**config.mk**
```make
export PLATFORM = sky130hd
export DESIGN_NAME = tsf_regs
export DESIGN_NICKNAME = d
export VERILOG_FILES = /design/src/inc/tsf_pkg.sv /design/src/verilog/tsf_byte_mem.sv /design/src/verilog/tsf_xcvr_fsm.sv /design/src/verilog/tsf_regs.sv
export SDC_FILE = /design/constraint.sdc
export NUM_CORES = 1
export LEC_CHECK = 0
export BUFFER_PORTS_ARGS = -buffer_cell sky130_fd_sc_hd__clkbuf_2
export CAP_MARGIN = 10
export CORE_MARGIN = 2
export CORE_UTILIZATION = 60
export DETAILED_ROUTE_END_ITERATION = 8
export PLACE_DENSITY = 0.79
export SYNTH_ARGS = -nofsm -noshare
export SYNTH_HDL_FRONTEND = slang
export SYNTH_SLANG_ARGS = --single-unit
export TNS_END_PERCENT = 100
```
**constraint.sdc**
```tcl
create_clock -name core_clk -period 3.6 [get_ports core_clk]
set_input_delay 0.18 -clock core_clk [delete_from_list [all_inputs] [get_ports core_clk]]
set_output_delay 0.18 -clock core_clk [all_outputs]
set_load 0.05 [all_outputs]
```
**src/inc/tsf_pkg.sv**
```systemverilog
// Purpose: constants for the transceiver status and byte queue register group
// Assumes: APB byte address is four times the register index
// Notes: indices E9..EB fixed, F0..F5 local additions
package tsf_pkg;
    localparam int unsigned TSF_AW    = 12;
    localparam int unsigned TSF_DEPTH = 64;
    localparam int unsigned TSF_GW    = 8;

    localparam logic [7:0] TSF_IDX_STATUS2 = 8'hE9;
    localparam logic [7:0] TSF_IDX_DATA    = 8'hEA;
    localparam logic [7:0] TSF_IDX_LEVEL   = 8'hEB;
    localparam logic [7:0] TSF_IDX_CTRL    = 8'hF0;
    localparam logic [7:0] TSF_IDX_TXGUARD = 8'hF1;
    localparam logic [7:0] TSF_IDX_RXGUARD = 8'hF2;
    localparam logic [7:0] TSF_IDX_IRQSTS  = 8'hF3;
    localparam logic [7:0] TSF_IDX_IRQEN   = 8'hF4;
    localparam logic [7:0] TSF_IDX_IRQCLR  = 8'hF5;

    localparam logic [1:0] TSF_LANE = 2'h0;
    localparam logic [1:0] TSF_PAD  = 2'h0;

    localparam int unsigned TSF_B_TEMPCLR = 7;
    localparam int unsigned TSF_B_RFOK    = 5;
    localparam int unsigned TSF_B_TGT     = 4;
    localparam int unsigned TSF_B_CIPHER  = 3;
    localparam int unsigned TSF_B_FLUSH   = 7;
    localparam int unsigned TSF_B_TXWRF   = 0;
    localparam int unsigned TSF_B_RXWRF   = 1;

    localparam int unsigned TSF_IRQ_TGT    = 0;
    localparam int unsigned TSF_IRQ_CIPHER = 1;
    localparam int unsigned TSF_IRQ_OVFL   = 2;
    localparam int unsigned TSF_IRQ_TEMP   = 3;
    localparam int unsigned TSF_NIRQ       = 4;

    localparam logic [7:0]  TSF_RST_BYTE  = 8'h00;
    localparam logic [31:0] TSF_RST_WORD  = 32'h0000_0000;

    localparam logic [15:0] TSF_FREQ_LO_KHZ = 16'h2EE0;
    localparam logic [15:0] TSF_FREQ_HI_KHZ = 16'h3A98;

    localparam logic [2:0] TSF_ST_IDLE     = 3'h0;
    localparam logic [2:0] TSF_ST_WLAUNCH  = 3'h1;
    localparam logic [2:0] TSF_ST_TX_GUARD_TIME   = 3'h2;
    localparam logic [2:0] TSF_ST_TX       = 3'h3;
    localparam logic [2:0] TSF_ST_RX_GUARD_TIME   = 3'h4;
    localparam logic [2:0] TSF_ST_WDATA    = 3'h5;
    localparam logic [2:0] TSF_ST_RX       = 3'h6;

    localparam logic [1:0] TSF_PH_ISSUE = 2'h0;
    localparam logic [1:0] TSF_PH_ANS   = 2'h1;
endpackage

```
**src/verilog/tsf_byte_mem.sv**
```systemverilog
// Purpose: byte storage of the queue, registered read port
// Assumes: one write and one read port, no reset of contents
// Notes: contents undefined after reset
`timescale 1ns/1ns
module tsf_byte_mem #(
    parameter int unsigned DEPTH = 64,
    parameter int unsigned AW    = 6
) (
    input  wire logic          core_clk,
    input  wire logic          wr_en,
    input  wire logic [AW-1:0] wr_addr,
    input  wire logic [7:0]    wr_data,
    input  wire logic          rd_en,
    input  wire logic [AW-1:0] rd_addr,
    output logic      [7:0]    rd_data_q
);
    import tsf_pkg::*;
    logic [7:0] mem [DEPTH];

    always_ff @(posedge core_clk) begin
        if (wr_en) begin
            mem[wr_addr] <= wr_data;
        end
        if (rd_en) begin
            rd_data_q <= mem[rd_addr];
        end
    end
endmodule // tsf_byte_mem

```
**src/verilog/tsf_xcvr_fsm.sv**
```systemverilog
// Purpose: transmit/receive sequencing and its 3-bit state code
// Assumes: guard times counted in core_clk cycles
// Notes: dropping transceive_on returns to idle from any state
`timescale 1ns/1ns
module tsf_xcvr_fsm #(
    parameter int unsigned GW = 8
) (
    input  wire logic          core_clk,
    input  wire logic          sys_rst,
    input  wire logic          transceive_on,
    input  wire logic          launch_transmit,
    input  wire logic          rf_field_on,
    input  wire logic          tx_wait_for_field,
    input  wire logic          rx_wait_for_field,
    input  wire logic [GW-1:0] tx_guard_time,
    input  wire logic [GW-1:0] rx_guard_time,
    input  wire logic          tx_done,
    input  wire logic          rx_data_seen,
    input  wire logic          rx_done,
    output logic      [2:0]    transceiver_state
);
    import tsf_pkg::*;
    typedef enum logic [2:0] {S_IDLE, S_WLAUNCH, S_TX_GUARD_TIME, S_TX,
                              S_RX_GUARD_TIME, S_WDATA, S_RX} tsf_xst_t;
    typedef struct packed {
        tsf_xst_t        st;
        logic [GW-1:0]   cnt;
        logic [2:0]      code;
    } tsf_xfsm_t;
    tsf_xfsm_t q, d;

    always_comb begin
        d = q;
        d.cnt = (q.cnt == '1) ? q.cnt : q.cnt + 1'b1;
        case (q.st)
            S_IDLE: begin
                if (transceive_on) d.st = S_WLAUNCH;
            end
            S_WLAUNCH: begin
                if (launch_transmit) begin
                    d.st = S_TX_GUARD_TIME;
                    d.cnt = '0;
                end
            end
            S_TX_GUARD_TIME: begin
                if (q.cnt >= tx_guard_time && (!tx_wait_for_field || rf_field_on)) begin
                    d.st = S_TX;
                end
            end
            S_TX: begin
                if (tx_done) begin
                    d.st = S_RX_GUARD_TIME;
                    d.cnt = '0;
                end
            end
            S_RX_GUARD_TIME: begin
                if (q.cnt >= rx_guard_time && (!rx_wait_for_field || rf_field_on)) begin
                    d.st = S_WDATA;
                end
            end
            S_WDATA: begin
                if (rx_data_seen) d.st = S_RX;
            end
            S_RX: begin
                if (rx_done) d.st = S_WLAUNCH;
            end
            default: d.st = S_IDLE;
        endcase
        if (!transceive_on) d.st = S_IDLE;
        case (d.st)
            S_IDLE:    d.code = TSF_ST_IDLE;
            S_WLAUNCH: d.code = TSF_ST_WLAUNCH;
            S_TX_GUARD_TIME:  d.code = TSF_ST_TX_GUARD_TIME;
            S_TX:      d.code = TSF_ST_TX;
            S_RX_GUARD_TIME:  d.code = TSF_ST_RX_GUARD_TIME;
            S_WDATA:   d.code = TSF_ST_WDATA;
            S_RX:      d.code = TSF_ST_RX;
            default:   d.code = TSF_ST_IDLE;
        endcase
    end

    always_ff @(posedge core_clk) begin
        if (sys_rst) begin
            q <= '{st: S_IDLE, cnt: '0, code: TSF_ST_IDLE};
        end else begin
            q <= d;
        end
    end

    assign transceiver_state = q.code;
endmodule // tsf_xcvr_fsm

```
**src/verilog/tsf_regs.sv**
```systemverilog
// Purpose: status, byte queue port and fill level registers on APB
// Assumes: byte address = register index * 4, data in bits 7:0
// Notes: every access answers in its third access cycle
// Operation
// - temp alarm clear write clears latched error only below alarm limit
// - rf frequency flag is one when frequency strictly between 12 and 15 MHz
// - rf frequency flag undefined in 9-12 MHz and just above 15 MHz
// - target flag sets on error-free select or once it was answered
// - target flag sets only during anticollision in passive or card modes
// - target flag clears when the rf field switches off
// - cipher flag reads one while card cipher unit is on
// - cipher flag set only by successful card auth in reader mode
// - 3-bit state field: 000 idle, 011 tx, 101 wait data, 110 rx
// - state 001 while waiting for the launch transmit bit
// - state 010 tx wait, holds for field if enabled, lasts guard time
// - state 100 rx wait, holds for field if enabled, lasts guard time
// - 8-bit data port: write pushes, read pops a 64-byte queue
// - queue buffers all transmit and receive byte streams
// - 7-bit fill count in level register bits 6:0, resets to zero
// - flush bit clears pointers and overflow flag, reads zero
// - port write increments, port read decrements the fill count
//
// The APB register port is this design's own decision.
`timescale 1ns/1ns
module tsf_regs #(
    parameter int unsigned DEPTH = tsf_pkg::TSF_DEPTH,
    parameter int unsigned GW    = tsf_pkg::TSF_GW
) (
    input  wire logic                      core_clk,
    input  wire logic                      sys_rst,
    input  wire logic                      psel,
    input  wire logic                      penable,
    input  wire logic                      pwrite,
    input  wire logic [tsf_pkg::TSF_AW-1:0] paddr,
    input  wire logic [31:0]               pwdata,
    output logic      [31:0]               prdata,
    output logic                           pready,
    output logic                           pslverr,
    output logic                           irq,
    input  wire logic                      temp_over_limit,
    input  wire logic                      temp_alarm_event,
    output logic                           temp_error,
    input  wire logic [15:0]               rf_freq_khz,
    input  wire logic                      rf_field_on,
    input  wire logic                      select_ok,
    input  wire logic                      select_answered,
    input  wire logic                      auto_anticollision_cmd,
    input  wire logic                      passive_or_card_mode,
    input  wire logic                      card_auth_cmd_ok,
    input  wire logic                      reader_mode,
    input  wire logic                      transceive_on,
    input  wire logic                      launch_transmit,
    input  wire logic                      tx_done,
    input  wire logic                      rx_data_seen,
    input  wire logic                      rx_done,
    output logic      [2:0]                transceiver_state,
    input  wire logic                      stream_push,
    input  wire logic [7:0]                stream_push_data,
    output logic                           stream_ready,
    input  wire logic                      stream_pop,
    output logic                           stream_pop_valid,
    output logic      [7:0]                stream_pop_data,
    output logic                           queue_overflow_flag
);
    import tsf_pkg::*;

    localparam int unsigned AW = $clog2(DEPTH);
    localparam int unsigned CW = AW + 1;

    if (DEPTH < 2 || DEPTH > 64 || (1 << AW) != DEPTH) begin : g_bad_depth
        $error("DEPTH must be a power of two from 2 to 64");
    end
    if (GW < 1 || GW > 8) begin : g_bad_gw
        $error("GW must be 1 to 8");
    end

    typedef struct packed {
        logic              pready;
        logic              pslverr;
        logic [31:0]       prdata;
        logic [1:0]        ph;
        logic              temp_clr;
        logic              temp_err;
        logic              rf_ok;
        logic              tgt;
        logic              cipher;
        logic              rf_prev;
        logic [AW-1:0]     wptr;
        logic [AW-1:0]     rptr;
        logic [CW-1:0]     cnt;
        logic              ovfl;
        logic [1:0]        ctrl;
        logic [GW-1:0]     txg;
        logic [GW-1:0]     rxg;
        logic [TSF_NIRQ-1:0] sts;
        logic [TSF_NIRQ-1:0] ien;
        logic              irq;
        logic              s_ready;
        logic              s_valid;
    } tsf_regs_state_t;

    tsf_regs_state_t q, d;

    logic [7:0]    idx;
    logic          hit_ok;
    logic          access;
    logic          commit;
    logic          wr_c;
    logic          rd_c;
    logic          apb_push;
    logic          apb_pop;
    logic          s_push;
    logic          s_pop;
    logic          mem_we;
    logic [7:0]    mem_wdata;
    logic          mem_re;
    logic [AW-1:0] mem_raddr;
    logic [7:0]    mem_rdata;
    logic          flush;
    logic [TSF_NIRQ-1:0] ev;
    logic [7:0]    rdv;
    logic          full;
    logic          push;
    logic          pop;

    always_comb begin
        idx       = paddr[9:2];
        hit_ok    = (paddr[1:0] == TSF_PAD) && (paddr[TSF_AW-1:10] == '0) &&
                    (idx inside {TSF_IDX_STATUS2, TSF_IDX_DATA, TSF_IDX_LEVEL,
                                 TSF_IDX_CTRL, TSF_IDX_TXGUARD, TSF_IDX_RXGUARD,
                                 TSF_IDX_IRQSTS, TSF_IDX_IRQEN, TSF_IDX_IRQCLR});
        access    = psel && penable;
        commit    = access && q.pready;
        wr_c      = commit && pwrite && hit_ok;
        rd_c      = commit && !pwrite && hit_ok;
        full      = (q.cnt == CW'(DEPTH));
        apb_push  = wr_c && (idx == TSF_IDX_DATA);
        apb_pop   = rd_c && (idx == TSF_IDX_DATA) && (q.cnt != '0);
        s_push    = stream_push && q.s_ready;
        s_pop     = stream_pop && q.s_ready && (q.cnt != '0);
        flush     = wr_c && (idx == TSF_IDX_LEVEL) && pwdata[TSF_B_FLUSH];
        push      = (apb_push || s_push) && !full;
        pop       = apb_pop || s_pop;
        mem_we    = push && !flush;
        mem_wdata = apb_push ? pwdata[7:0] : stream_push_data;
        mem_re    = s_pop || (access && !q.pready && q.ph == TSF_PH_ISSUE &&
                              !pwrite && idx == TSF_IDX_DATA);
        mem_raddr = q.rptr;
    end

    always_comb begin
        rdv = TSF_RST_BYTE;
        case (idx)
            TSF_IDX_STATUS2: begin
                rdv[TSF_B_TEMPCLR] = q.temp_clr;
                rdv[TSF_B_RFOK]    = q.rf_ok;
                rdv[TSF_B_TGT]     = q.tgt;
                rdv[TSF_B_CIPHER]  = q.cipher;
                rdv[2:0]           = transceiver_state;
            end
            TSF_IDX_DATA:    rdv = (q.cnt != '0) ? mem_rdata : TSF_RST_BYTE;
            TSF_IDX_LEVEL:   rdv = 8'(q.cnt);
            TSF_IDX_CTRL:    rdv = 8'(q.ctrl);
            TSF_IDX_TXGUARD: rdv = 8'(q.txg);
            TSF_IDX_RXGUARD: rdv = 8'(q.rxg);
            TSF_IDX_IRQSTS:  rdv = 8'(q.sts);
            TSF_IDX_IRQEN:   rdv = 8'(q.ien);
            default:         rdv = TSF_RST_BYTE;
        endcase
    end

    always_comb begin
        d  = q;
        ev = '0;

        // apb answer sequencing
        if (access && !q.pready) begin
            d.ph = q.ph + 2'h1;
            if (q.ph == TSF_PH_ANS) begin
                d.pready  = 1'b1;
                d.pslverr = !hit_ok;
                d.prdata  = (pwrite || !hit_ok) ? TSF_RST_WORD : 32'(rdv);
            end
        end
        if (commit || !psel) begin
            d.pready  = 1'b0;
            d.pslverr = 1'b0;
            d.ph      = TSF_PH_ISSUE;
        end
        d.s_ready = !psel;
        d.s_valid = s_pop;

        // rf frequency window
        d.rf_ok   = (rf_freq_khz > TSF_FREQ_LO_KHZ) &&
                    (rf_freq_khz < TSF_FREQ_HI_KHZ);
        d.rf_prev = rf_field_on;

        // temperature alarm
        if (wr_c && idx == TSF_IDX_STATUS2) begin
            d.temp_clr = pwdata[TSF_B_TEMPCLR];
            if (pwdata[TSF_B_TEMPCLR] && !temp_over_limit) begin
                d.temp_err = 1'b0;
            end
        end
        if (temp_alarm_event) begin
            d.temp_err = 1'b1;
            ev[TSF_IRQ_TEMP] = !q.temp_err;
        end

        // target activation
        if (q.rf_prev && !rf_field_on) begin
            d.tgt = 1'b0;
        end
        if ((select_ok || select_answered) && auto_anticollision_cmd &&
            passive_or_card_mode) begin
            d.tgt = 1'b1;
            ev[TSF_IRQ_TGT] = !q.tgt;
        end

        // cipher flag, cleared only by software
        if (wr_c && idx == TSF_IDX_STATUS2 && !pwdata[TSF_B_CIPHER]) begin
            d.cipher = 1'b0;
        end
        if (card_auth_cmd_ok && reader_mode) begin
            d.cipher = 1'b1;
            ev[TSF_IRQ_CIPHER] = !q.cipher;
        end

        // queue pointers and fill count
        if (push) begin
            d.wptr = q.wptr + 1'b1;
        end
        if (pop) begin
            d.rptr = q.rptr + 1'b1;
        end
        d.cnt = q.cnt + CW'(push) - CW'(pop);
        if ((apb_push || s_push) && full) begin
            d.ovfl = 1'b1;
            ev[TSF_IRQ_OVFL] = !q.ovfl;
        end
        if (flush) begin
            d.wptr = '0;
            d.rptr = '0;
            d.cnt  = '0;
            d.ovfl = 1'b0;
        end

        // local control and guard registers
        if (wr_c && idx == TSF_IDX_CTRL) begin
            d.ctrl = pwdata[1:0];
        end
        if (wr_c && idx == TSF_IDX_TXGUARD) begin
            d.txg = pwdata[GW-1:0];
        end
        if (wr_c && idx == TSF_IDX_RXGUARD) begin
            d.rxg = pwdata[GW-1:0];
        end
        if (wr_c && idx == TSF_IDX_IRQEN) begin
            d.ien = pwdata[TSF_NIRQ-1:0];
        end

        // sticky events, set wins over clear
        if (wr_c && idx == TSF_IDX_IRQCLR) begin
            d.sts = q.sts & ~pwdata[TSF_NIRQ-1:0];
        end
        d.sts = d.sts | ev;
        d.irq = |(d.sts & d.ien);
    end

    always_ff @(posedge core_clk) begin
        if (sys_rst) begin
            q <= '0;
            q.prdata <= TSF_RST_WORD;
        end else begin
            q <= d;
        end
    end

    tsf_byte_mem #(
        .DEPTH     (DEPTH),
        .AW        (AW)
    ) u_mem (
        .core_clk  (core_clk),
        .wr_en     (mem_we),
        .wr_addr   (q.wptr),
        .wr_data   (mem_wdata),
        .rd_en     (mem_re),
        .rd_addr   (mem_raddr),
        .rd_data_q (mem_rdata)
    );

    tsf_xcvr_fsm #(
        .GW                (GW)
    ) u_fsm (
        .core_clk          (core_clk),
        .sys_rst           (sys_rst),
        .transceive_on     (transceive_on),
        .launch_transmit   (launch_transmit),
        .rf_field_on       (rf_field_on),
        .tx_wait_for_field (q.ctrl[TSF_B_TXWRF]),
        .rx_wait_for_field (q.ctrl[TSF_B_RXWRF]),
        .tx_guard_time     (q.txg),
        .rx_guard_time     (q.rxg),
        .tx_done           (tx_done),
        .rx_data_seen      (rx_data_seen),
        .rx_done           (rx_done),
        .transceiver_state (transceiver_state)
    );

    assign prdata              = q.prdata;
    assign pready              = q.pready;
    assign pslverr             = q.pslverr;
    assign irq                 = q.irq;
    assign temp_error          = q.temp_err;
    assign stream_ready        = q.s_ready;
    assign stream_pop_valid    = q.s_valid;
    assign stream_pop_data     = mem_rdata;
    assign queue_overflow_flag = q.ovfl;
endmodule // tsf_regs

```
==> flow_metrics.tcl <==
set metrics [dict create \
    outcome "complete, no violations" \
    finalHoldViolCount 0 \
    synth_flop_cell "edfxtp_1" \
    port_buffers 90 \
    grt_use_total 0.264 \
    num_io_pins 139 \
    die_width_um 209 \
    drt_wl_total_mm 56.8 \
    dr.first_iter.drc_count 1602 \
    postCtsSetupBuffers 0 \
    cts-root-buf "clkbuf_16" \
    crit_required_ns 4.13 \
    maxSlewHeadroom 0.193 \
    post-dp-hpwl_mm 35.8 \
    p_per_area_nw_per_um2 515 \
    ant_nets 0 \
    die_h_um 209 \
    routedWlPerCell_um 25.1 \
    swShare 0.224 \
    clkPwrFrac 0.394 \
    synthXorXnorAreaFrac 0.00453 \
    synth_top_family_by_area "multiplexers" \
    period_share 0.930 \
    dp_cells 2129 \
    synth_mux_area_frac 0.153 \
    fin_util 0.693 \
    synth-simple-area-share 0.0655 \
    mostFrequentLayoutCell "edfxtp_1" \
    routabilityCongestion 0.939 \
    initial_utilization 0.611 \
    setup_viol 0 \
    finalCriticalPeriod_ns 3.35 \
    dieArea_um2 43500 \
    n_antenna_cell 0 \
    crit_arrival_ns 3.88 \
    power_frac_seq 0.523 \
    detail_route.first_pass.iterations 7 \
    power_w 0.0147 \
    finalNetCount 1801 \
    post-route-drc-count 0 \
    numCtsBuffers 57 \
    h-tree-depth 2 \
    combPwrFrac 0.082 \
    tightest_slew_ns 1.21 \
    skew_ns 0.0230 \
    synthAdderAreaFrac 0.0157 \
    cp_max_fo 3 \
    ys_seq_elements 601 \
    synthArstFlopShare 0 \
    ys_warn_count 0 \
    synth.yosys.seq_area_share 0.686 \
    core_um2 41100 \
    criticalPathCategory "reg -> reg" \
    syn_area_um2 25100 \
    p_leak_nw 9.46 \
    critPathLaunchType "flop" \
    cts_tree "done" \
    p_switching_w 0.00328 \
    rsz0062_at_grt "no" \
    area_growth_pct 13.4 \
    grt_pass1_vias 14500 \
    vias_per_cell 6.32 \
    grt_max_degree 65 \
    cp-end-kind "flop" \
    grt_first_pass_wirelength_mm 86.2 \
    vias 14300 \
    synth_compound_area_frac 0.0445 \
    synth_edf_count 520 \
    place_area_um2 26400 \
    synth.distinct_cells 72 \
    setup_tns_ns 0 \
    vdd_drop_max_uv 414 \
    final_cells 2260 \
    syn_avg_cell_area_um2 16.7 \
    grt_overflow_total 0 \
    slew_viol_final 0 \
    clkSlewWorstSetupHoldPaths_ns 0.06 \
    insertion_delay_ns 0.61 \
    p_int_w 0.0114 \
    antenna_found_initial 0 \
    final_cell_area_um2 28500 \
    maxCapViolCount 0 \
    mostFrequentLayoutCells "520 x edfxtp_1, 130 x mux4_2, 113 x nor2_1" \
    drive_gt1_frac 0.253 \
    cts_buffer_depth 3 \
    cts_sinks 601 \
    max_freq_ghz 0.299 \
    synth_cells 1502 \
    row_count 74 \
    hold_class "in -> reg" \
]
## Yosys cell counts, types with 19 or more instances
library cell    n  area share
buf_2          32      0.0064
edfxtp_1      520        0.62
mux4_2        130        0.12
mux2i_1        76       0.030
inv_1          41      0.0061
o21ai_0        29      0.0058
buf_4          43       0.013
clkbuf_1       19      0.0028
nand2_1        70       0.010
a22oi_1        28      0.0084
nor2_1        113       0.017
ha_1           30       0.015
a21oi_1        47      0.0094
dfxtp_1        81       0.065
nand3_1        21      0.0042
## stage by stage
step | setup slack, ns | hold slack (ns)
6_report | 0.252 | 0.0539
5_1_grt | 0.0345 | 0.0691
4_1_cts | 0.206 | 0.0180
3_5_place_dp | 0.220 | 0.424
3_3_place_gp | 0.258 | 0.416
2_1_floorplan | 0.222 | 0.252
## worst max-delay path: stages, from the launching register on
cell and delay (ns):
dfxtp_1 0.33, inv_1 0.08, ha_1 0.16, nor4bb_4 0.31
nand2b_1 0.14, nand3_1 0.14, o21a_1 0.15, inv_1 0.04
ha_1 0.26, inv_1 0.04, ha_1 0.20, fa_1 0.43
a21oi_1 0.16, o21bai_1 0.12, a21oi_1 0.16, nor2_1 0.06
or3_1 0.35, a21oi_1 0.14
## layout make-up
type                            count  area (µm²)
Clock inverter                     42         339
Multi-Input combinational cell    772        7210
Fill cell                        2562       12600
Inverter                           42         158
Timing Repair Buffer              207        1430
Tap cell                          532         666
Sequential cell                   601       17200
Clock buffer                       64        1450
## cell families after synthesis
family / count (synthesis)
flops: 601
simple gates: 316
mux: 219
compound gates: 169
buf+inv: 152
fa+ha+maj: 31
xor+xnor: 13
other cells: 1
## flip-flops by register name (all words and copies together), names as in the netlist
name,count
mem_raddr,6
irq,1
temp_error,1
u_mem.rd_data_q,8
u_mem.mem,512
queue_overflow_flag,1
u_fsm.q,11
pready,1
stream_ready,1
pslverr,1
stream_pop_valid,1
q,46
u_fsm.transceiver_state,3
prdata,8
## routing by layer
metal	GRT usage	wire, µm
met5	0	0
met2	0.431	27700
met3	0.0506	4920
met4	0.0882	1930
met1	0.363	22200
## final timing paths
| path | from | end | slack [ns] | cells past startpoint |
|---|---|---|---|---|
| hold reg to reg | q[56] | q[56] | 0.46 | 2 |
| setup reg to reg | q[34] | q[36] | 0.25 | 17 |
| setup / recovery | q[34] | q[36] | 0.25 | 17 |
| hold / removal | rx_data_seen | u_fsm.q[11] | 0.05 | 4 |
## power groups by stage
stage               registers (W)  clock network [W]  logic (W)
floorplan                 0.00783                  0   0.000859
global placement          0.00782                  0    0.00113
detailed placement        0.00783                  0    0.00117
CTS                       0.00768            0.00587    0.00119
global route              0.00768            0.00613    0.00131
finish                    0.00768            0.00578    0.00121
## repair_timing
item	CTS	global route
hold buffers	25	0
endpoints found under the setup margin	0	1
hold endpoints to repair	35	0
gates resized for setup	0	2
Power figures use the tool's default switching activity.
